`src/rtl/fab_pkg.sv`:
```
/*
 * Constants, timing figures and carrier types for the flash bus host controller.
 * Assumes a single system clock whose period is given here in nanoseconds.
 */
package fab_pkg;
    // ****************************************************************
    // Clock and timing figures
    // ****************************************************************
    localparam int CLK_NS = 100;
    localparam int T_RD_ACCESS_NS = 90;
    localparam int T_OE_ACCESS_NS = 50;
    localparam int T_CE_FLOAT_NS = 55;
    localparam int T_OE_FLOAT_NS = 20;
    localparam int T_RST_OUT_NS = 600;
    localparam int T_WR_CYCLE_NS = 90;
    localparam int T_STB_LOW_NS = 50;
    localparam int T_STB_HIGH_NS = 20;
    localparam int T_CE_SETUP_NS = 10;
    localparam int T_RST_LOW_NS = 100;
    localparam int T_RST_REC_US = 1;
    localparam int T_ABORT_US = 22;

    // Minimum times round up to whole cycles, never below one.
    function automatic int cyc_up(input int ns);
        int c;
        c = (ns + CLK_NS - 1) / CLK_NS;
        return (c < 1) ? 1 : c;
    endfunction

    localparam int C_RD_ACCESS = cyc_up(T_RD_ACCESS_NS);
    localparam int C_OE_ACCESS = cyc_up(T_OE_ACCESS_NS);
    localparam int C_FLOAT = cyc_up(T_CE_FLOAT_NS);
    localparam int C_STB_LOW = cyc_up(T_STB_LOW_NS);
    localparam int C_STB_HIGH = cyc_up(T_STB_HIGH_NS);
    localparam int C_CE_SETUP = cyc_up(T_CE_SETUP_NS);
    localparam int C_RST_LOW = cyc_up(T_RST_LOW_NS + T_RST_LOW_NS);
    localparam int C_RST_OUT = cyc_up(T_RST_OUT_NS);
    localparam int C_RST_REC = cyc_up(T_RST_REC_US * 1000);
    localparam int C_ABORT = cyc_up(T_ABORT_US * 1000);
    localparam int CNT_W = 16;

    // ****************************************************************
    // Command carrier
    // ****************************************************************
    localparam int AW = 19;
    localparam int DW = 16;

    typedef struct packed {
        logic write;
        logic ce_strobe;
        logic [AW-1:0] addr;
        logic [DW-1:0] data;
    } fab_req_t;

    typedef struct packed {
        logic [AW-1:0] addr;
        logic [DW-1:0] dq_out;
        logic dq_oe;
        logic ce_n;
        logic oe_n;
        logic we_n;
        logic reset_powerdown_n;
    } fab_pins_t;
endpackage

```
`src/rtl/fab_host.sv`:
```
/*
 * Host controller that drives an asynchronous 16-bit flash over its pins.
 * Assumes the flash data bus comes back unsynchronised; it is resampled here.
 */
// Notes on behaviour
// - Output enable may trail chip select; host asserts both together here.
// - Write cycle at least 90 ns, low pulse 50 ns, high 20 ns.
// - Write enable stays high at least 1 us after reset pin release.
// - Chip select falls 10 ns before write enable and rises after it.
// - Address and data held stable through strobe rise, setup 50 ns.
// - Supply and unlock levels are kept outside; a level output reports need.
// - In chip-select strobed writes write enable falls before chip select.
// - Chip-select strobe low at least 50 ns, high at least 20 ns.
// - Chip select stays high at least 1 us after reset pin release.
// - Reset pin held low at least 100 ns when a reset is requested.
// - Reset pin held low after system reset, covering power-up settling.
// - Command sequences are issued by the user as successive bus writes.
// - A read may follow a write immediately with no recovery gap.
`timescale 1ns/100ps
module fab_host #(
    parameter int ABORT_CYC = fab_pkg::C_ABORT
) (
    input wire logic sys_clk,
    input wire logic rst_n,
    input wire logic req_valid,
    input wire fab_pkg::fab_req_t req,
    input wire logic reset_req,
    input wire logic busy_op,
    input wire logic [fab_pkg::DW-1:0] dq_in,
    output fab_pkg::fab_pins_t pins,
    output logic req_ready,
    output logic rd_valid,
    output logic [fab_pkg::DW-1:0] rd_data,
    output logic supply_hold
);
    // ****************************************************************
    // Checks and state
    // ****************************************************************
    // The whole recovery wait must fit the counter, or the count would wrap.
    if (ABORT_CYC < 1 || fab_pkg::C_RST_REC + fab_pkg::C_RST_OUT + ABORT_CYC
            >= (1 << fab_pkg::CNT_W)) begin : g_bad_abort
        $error("ABORT_CYC out of range");
    end

    typedef enum logic [3:0] {
        S_RST_LOW, S_RST_WAIT, S_IDLE, S_RD_ACC, S_RD_CAP, S_FLOAT,
        S_WR_SETUP, S_WR_LOW, S_WR_HIGH
    } fab_state_t;

    fab_state_t state_q;
    logic [fab_pkg::CNT_W-1:0] cnt_q;
    logic [fab_pkg::DW-1:0] dq_s1_q;
    logic [fab_pkg::DW-1:0] dq_s2_q;
    logic ce_strb_q;
    logic busy_q;

    // Data pins are asynchronous to us, so two flops before use.
    always_ff @(posedge sys_clk or negedge rst_n) begin
        if (!rst_n) begin
            dq_s1_q <= '0;
            dq_s2_q <= '0;
        end else begin
            dq_s1_q <= dq_in;
            dq_s2_q <= dq_s1_q;
        end
    end

    // Tracks an operation in progress so supply_hold stays up while it runs.
    always_ff @(posedge sys_clk or negedge rst_n) begin
        if (!rst_n) begin
            busy_q <= 1'b0;
        end else begin
            busy_q <= busy_op;
        end
    end

    // ****************************************************************
    // Sequencer
    // ****************************************************************
    // Synchroniser delay adds two cycles of margin on every read capture.
    always_ff @(posedge sys_clk or negedge rst_n) begin
        if (!rst_n) begin
            state_q <= S_RST_LOW;
            cnt_q <= '0;
            pins <= '{addr: '0, dq_out: '0, dq_oe: 1'b0, ce_n: 1'b1, oe_n: 1'b1,
                      we_n: 1'b1, reset_powerdown_n: 1'b0};
            req_ready <= 1'b0;
            rd_valid <= 1'b0;
            rd_data <= '0;
            ce_strb_q <= 1'b0;
            supply_hold <= 1'b0;
        end else begin
            rd_valid <= 1'b0;
            case (state_q)
                S_RST_LOW: begin
                    pins.reset_powerdown_n <= 1'b0;
                    req_ready <= 1'b0;
                    if (cnt_q >= fab_pkg::CNT_W'(fab_pkg::C_RST_LOW - 1)) begin
                        pins.reset_powerdown_n <= 1'b1;
                        cnt_q <= '0;
                        state_q <= S_RST_WAIT;
                    end else begin
                        cnt_q <= cnt_q + 1'b1;
                    end
                end
                S_RST_WAIT: begin
                    if (cnt_q >= fab_pkg::CNT_W'(fab_pkg::C_RST_REC + fab_pkg::C_RST_OUT
                                                 + ABORT_CYC - 1)) begin
                        cnt_q <= '0;
                        req_ready <= 1'b1;
                        state_q <= S_IDLE;
                    end else begin
                        cnt_q <= cnt_q + 1'b1;
                    end
                end
                S_IDLE: begin
                    cnt_q <= '0;
                    if (reset_req) begin
                        req_ready <= 1'b0;
                        pins.reset_powerdown_n <= 1'b0;
                        state_q <= S_RST_LOW;
                    end else if (req_valid) begin
                        req_ready <= 1'b0;
                        pins.addr <= req.addr;
                        pins.dq_out <= req.data;
                        ce_strb_q <= req.ce_strobe;
                        if (req.write) begin
                            // data driven ahead of strobe; the non-strobe select falls first
                            pins.dq_oe <= 1'b1;
                            pins.ce_n <= req.ce_strobe;
                            pins.we_n <= !req.ce_strobe;
                            supply_hold <= 1'b1;
                            state_q <= S_WR_SETUP;
                        end else begin
                            pins.ce_n <= 1'b0;
                            pins.oe_n <= 1'b0;
                            state_q <= S_RD_ACC;
                        end
                    end
                end
                S_RD_ACC: begin
                    if (cnt_q >= fab_pkg::CNT_W'(fab_pkg::C_RD_ACCESS + 1)) begin
                        cnt_q <= '0;
                        state_q <= S_RD_CAP;
                    end else begin
                        cnt_q <= cnt_q + 1'b1;
                    end
                end
                S_RD_CAP: begin
                    rd_data <= dq_s2_q;
                    rd_valid <= 1'b1;
                    pins.ce_n <= 1'b1;
                    pins.oe_n <= 1'b1;
                    state_q <= S_FLOAT;
                end
                S_FLOAT: begin
                    if (cnt_q >= fab_pkg::CNT_W'(fab_pkg::C_FLOAT - 1)) begin
                        cnt_q <= '0;
                        req_ready <= 1'b1;
                        state_q <= S_IDLE;
                    end else begin
                        cnt_q <= cnt_q + 1'b1;
                    end
                end
                S_WR_SETUP: begin
                    if (cnt_q >= fab_pkg::CNT_W'(fab_pkg::C_CE_SETUP - 1)) begin
                        cnt_q <= '0;
                        pins.ce_n <= 1'b0;
                        pins.we_n <= 1'b0;
                        state_q <= S_WR_LOW;
                    end else begin
                        cnt_q <= cnt_q + 1'b1;
                    end
                end
                S_WR_LOW: begin
                    if (cnt_q >= fab_pkg::CNT_W'(fab_pkg::C_STB_LOW - 1)) begin
                        cnt_q <= '0;
                        if (ce_strb_q) begin
                            pins.ce_n <= 1'b1;
                        end else begin
                            pins.we_n <= 1'b1;
                        end
                        state_q <= S_WR_HIGH;
                    end else begin
                        cnt_q <= cnt_q + 1'b1;
                    end
                end
                S_WR_HIGH: begin
                    pins.ce_n <= 1'b1;
                    pins.we_n <= 1'b1;
                    pins.dq_oe <= 1'b0;
                    if (cnt_q >= fab_pkg::CNT_W'(fab_pkg::C_STB_HIGH - 1)) begin
                        cnt_q <= '0;
                        req_ready <= 1'b1;
                        state_q <= S_IDLE;
                    end else begin
                        cnt_q <= cnt_q + 1'b1;
                    end
                end
                default: begin
                    state_q <= S_RST_LOW;
                end
            endcase
            // supply held while the device reports an operation.
            if (state_q == S_IDLE && !req_valid && !busy_q) begin
                supply_hold <= 1'b0;
            end
        end
    end
endmodule // fab_host

```
`config.mk`:
```
export PLATFORM = sky130hd
export DESIGN_NAME = fab_host
export DESIGN_NICKNAME = d
export VERILOG_FILES = /design/src/rtl/fab_pkg.sv /design/src/rtl/fab_host.sv
export SDC_FILE = /design/constraint.sdc
export NUM_CORES = 1
export LEC_CHECK = 0
export BUFFER_PORTS_ARGS = -buffer_cell sky130_fd_sc_hd__buf_2
export CAP_MARGIN = 20
export CORE_MARGIN = 4
export CORE_UTILIZATION = 56
export CTS_CLUSTER_DIAMETER = 200
export DETAILED_ROUTE_END_ITERATION = 10
export PLACE_DENSITY_LB_ADDON = 0.12
export SYNTH_ARGS = -nofsm -noshare
export SYNTH_HDL_FRONTEND = slang
export SYNTH_SLANG_ARGS = --single-unit
```
`constraint.sdc`:
```
create_clock -name sys_clk -period 3.3 [get_ports sys_clk]
set_input_delay 0.165 -clock sys_clk [delete_from_list [all_inputs] [get_ports sys_clk]]
set_output_delay 0.165 -clock sys_clk [all_outputs]
set_load 0.02 [all_outputs]
```
==> out/metrics.cfg <==
[run_status]
status = finished, final reports clean

[critical_path]
worstSetupStartpointType = register
max_stage_delay_ns = 0.64
worstPathRequired_ns = 3.66
critical-path-slowest-cell = dfrtp_1
cp.arrival_ns = 2.63
worstPathMaxFanout = 14
crit_start = state_q[3]$_DFFE_PN0P_
cp_cell_sequence = nand2b_1 -> nor3_1 -> nor4b_2 -> nor3_1 -> o22ai_1
crit_type = reg -> reg
end_kind = register
rr_startpoint = state_q[3]$_DFFE_PN0P_
cpMostUsedCell = nor3_1

[floorplanning]
rows = 32
ios = 117
die_x_um = 97.2
die_y_um = 97.2
dieArea_um2 = 9440
initial_core_util_pct = 57.6
fp.coreArea_um2 = 7730

[timing]
finalClockSkew_ns = 0.00777
rsz0062_at_grt = false
worstMarginPinSlew_ns = 0.829
hold_viol_final = 0
fin_crit_ns = 2.26
finalSetupTns_ns = 0
report.final.slew_viol_count = 0
post-route-period-util_pct = 68.6
finalSetupViolCount = 0
relSlewSlack_pct = 44.7
max_freq_mhz = 442

[yosys]
synth_top_area_share_pct = 61.8
yosysWarnings = 0
yosysUniqueCellTypes = 50
syn_area_per_cell_um2 = 13.2
synth_edf_count = 0
ys_seq_area_share_pct = 63.6
ys_seq_elements = 113
synthesis.nets = 399
syn_inst = 337
async_flop_share_pct = 100
syn_area_um2 = 4450
synth_area_leader_cell = dfrtp_1
synth_flop_cell = dfrtp_1
yosys-top-cells-area = dfrtp_1, mux2_2, nand2_1

[final_layout]
fillerInstances = 404
synthToLayoutAreaGrowth_pct = 40.8
drive_above_1_share_pct = 41.3
nets = 579
antenna_cells = 0
fin_area_um2 = 6270

[cts]
cts_sinks = 113
post_cts_buffers = 0
htreeDepth = 4
cts_inserted_buffers = 17
cts.clk_slew.worst_paths_ns = 0.05
cts_buffer_depth = 2
clock_latency_ns = 0.51
cts_tree = built
cts-root-buf = clkbuf_8

[detailed_routing]
viasPerCell = 5.48
wl_per_cell_um = 18.7
routed_wl_um = 11800
drc = 0
drt-initial-drc-count = 131
vias = 3465
dr.pass1.iters = 5
antenna_left = 0

[grt]
grt_busiest_layer = met2
met3_usage_pct = 10.1
grt_use_met2_pct = 46.0
antenna_found_initial = 0
grt_pass1_wl_um = 19300
grt.met1_usage_pct = 29.2
gr-total-overflow = 0
grt_max_degree = 60
grt_pass1_vias = 3794
grt_usage_pct = 26.2

[placement]
gp_congestion = 0.879
port_buffers = 116
placed_cell_area_um2 = 5120
dpl.hpwl_um = 6340

[power]
ir_worst_vdd_mv = 0.639
p_total_mw = 5.92
powerDensity_nw_per_um2 = 944
cellLeakagePower_nw = 2.94

[hold_path]
hold_path_class = in -> reg
worst_hold_startpoint = reset_req

[flow_run]
cap_violations = 0

[worst max-delay path, delay by kind of cell, from the launching register on]
kind	cells	cell delay, ns
and+or+nand+nor	4	1.33
DFF	1	0.64
AOI/OAI and AO/OA	1	0.16
[stage by stage]
step / hold slack (ns) / std cells / setup slack [ns] / utilization (%)
floorplan: -0.131 / 337 / 1.35 / -
global placement: 0.273 / 544 / 1.16 / 66.2
detailed placement: 0.274 / 544 / 1.13 / 66.2
CTS: 0.103 / 632 / 1.12 / 81.2
global route: 0.150 / 632 / 0.835 / 81.2
finish: 0.120 / 632 / 1.04 / 81.2
[logic make-up after synthesis]
kind of cell	count (synthesis)	share of synthesized area [%]
AOI/OAI and AO/OA	44	6.88
xor gates and xnor gates	1	0.197
adders and majority gates	4	1.12
buffers and inverters	22	2.25
DFF	113	63.6
muxes	55	14.0
and+or+nand+nor	98	12.0
[layer usage]
layer,share of wire (%),wire [µm]
met4,2.4,282
met1,38,4450
met5,0,0
met2,53,6260
met3,7.1,836
[cell usage in the layout (no fill, tap or decap), drive strengths merged, types with 2 or more instances in the layout]
cell type,netlist,layout
a211oi,4,4
a21oi,6,6
a31oi,2,2
and2,5,5
and3,4,4
and4,2,2
buf,12,119
bufinv,0,3
clkbuf,2,20
clkinv,0,6
clkinvlp,0,2
dfrtp,110,110
dfstp,3,3
dlygate4sd3,0,56
ha,4,4
inv,8,9
mux2,55,55
nand2,24,24
nand2b,4,4
nand3,6,6
nand4,4,4
nor2,21,21
nor2b,5,5
nor3,8,8
nor4,7,7
nor4b,2,2
o21ai,14,14
o22ai,5,5
o32ai,3,3
o41ai,2,2
[state kept, by name, indices dropped and copies added (netlist names)]
| name | flops |
|---|---|
| pins | 40 |
| cnt_q | 16 |
| dq_s1_q | 16 |
| dq_s2_q | 16 |
| rd_data | 16 |
| state_q | 4 |
| busy_q | 1 |
| ce_strb_q | 1 |
| rd_valid | 1 |
| req_ready | 1 |
| supply_hold | 1 |
[what timing repair did]
item / in CTS / in global routing
hold buffers: 56 / 0
gates resized for setup: 0 / 0
endpoints found under the hold margin: 110 / 0
endpoints found under the setup margin: 0 / 0
[layout make-up]
class | count | area (µm²) | share of cell area, %
Multi-Input combinational cell | 202 | 1520 | 24.3
Clock inverter | 12 | 159 | 2.53
Timing Repair Buffer | 175 | 1170 | 18.6
Inverter | 8 | 30.0 | 0.479
Tap cell | 102 | 128 | 2.03
Clock buffer | 20 | 435 | 6.94
Sequential cell | 113 | 2830 | 45.1
[power by group]
| part | internal, mW | leakage [nW] | switching (mW) |
|---|---|---|---|
| registers | 1.81 | 1.38 | 0.327 |
| logic | 0.821 | 1.27 | 1.15 |
| clock network | 1.17 | 0.285 | 0.644 |
| total | 3.80 | 2.94 | 2.12 |
[Yosys cell counts (all sizes together) (2+ instances only)]
cell type	count
nor3	8
dfrtp	110
inv	8
nor2	21
o21ai	14
nand3	6
and4	2
o41ai	2
o32ai	3
mux2	55
nor4b	2
nor2b	5
buf	12
and2	5
dfstp	3
a211oi	4
a21oi	6
o22ai	5
nand2	24
a31oi	2
clkbuf	2
nand2b	4
ha	4
and3	4
nor4	7
nand4	4
[worst paths after layout]
| check | endpoint | slack, ns | cells after the start |
|---|---|---|---|
| max in group asynchronous | cnt_q[10]$_DFFE_PN0P_ | 2.16 | 3 |
| worst min register to register | dq_s2_q[4]$_DFF_PN0_ | 0.35 | 0 |
| worst min-delay path | pins[0]$_DFFE_PN0P_ | 0.12 | 4 |
| worst max register to register | cnt_q[6]$_DFFE_PN0P_ | 1.04 | 5 |
| min in group asynchronous | cnt_q[3]$_DFFE_PN0P_ | 0.25 | 2 |
| worst max-delay path | cnt_q[6]$_DFFE_PN0P_ | 1.04 | 5 |
Power figures use the tool's default switching activity.
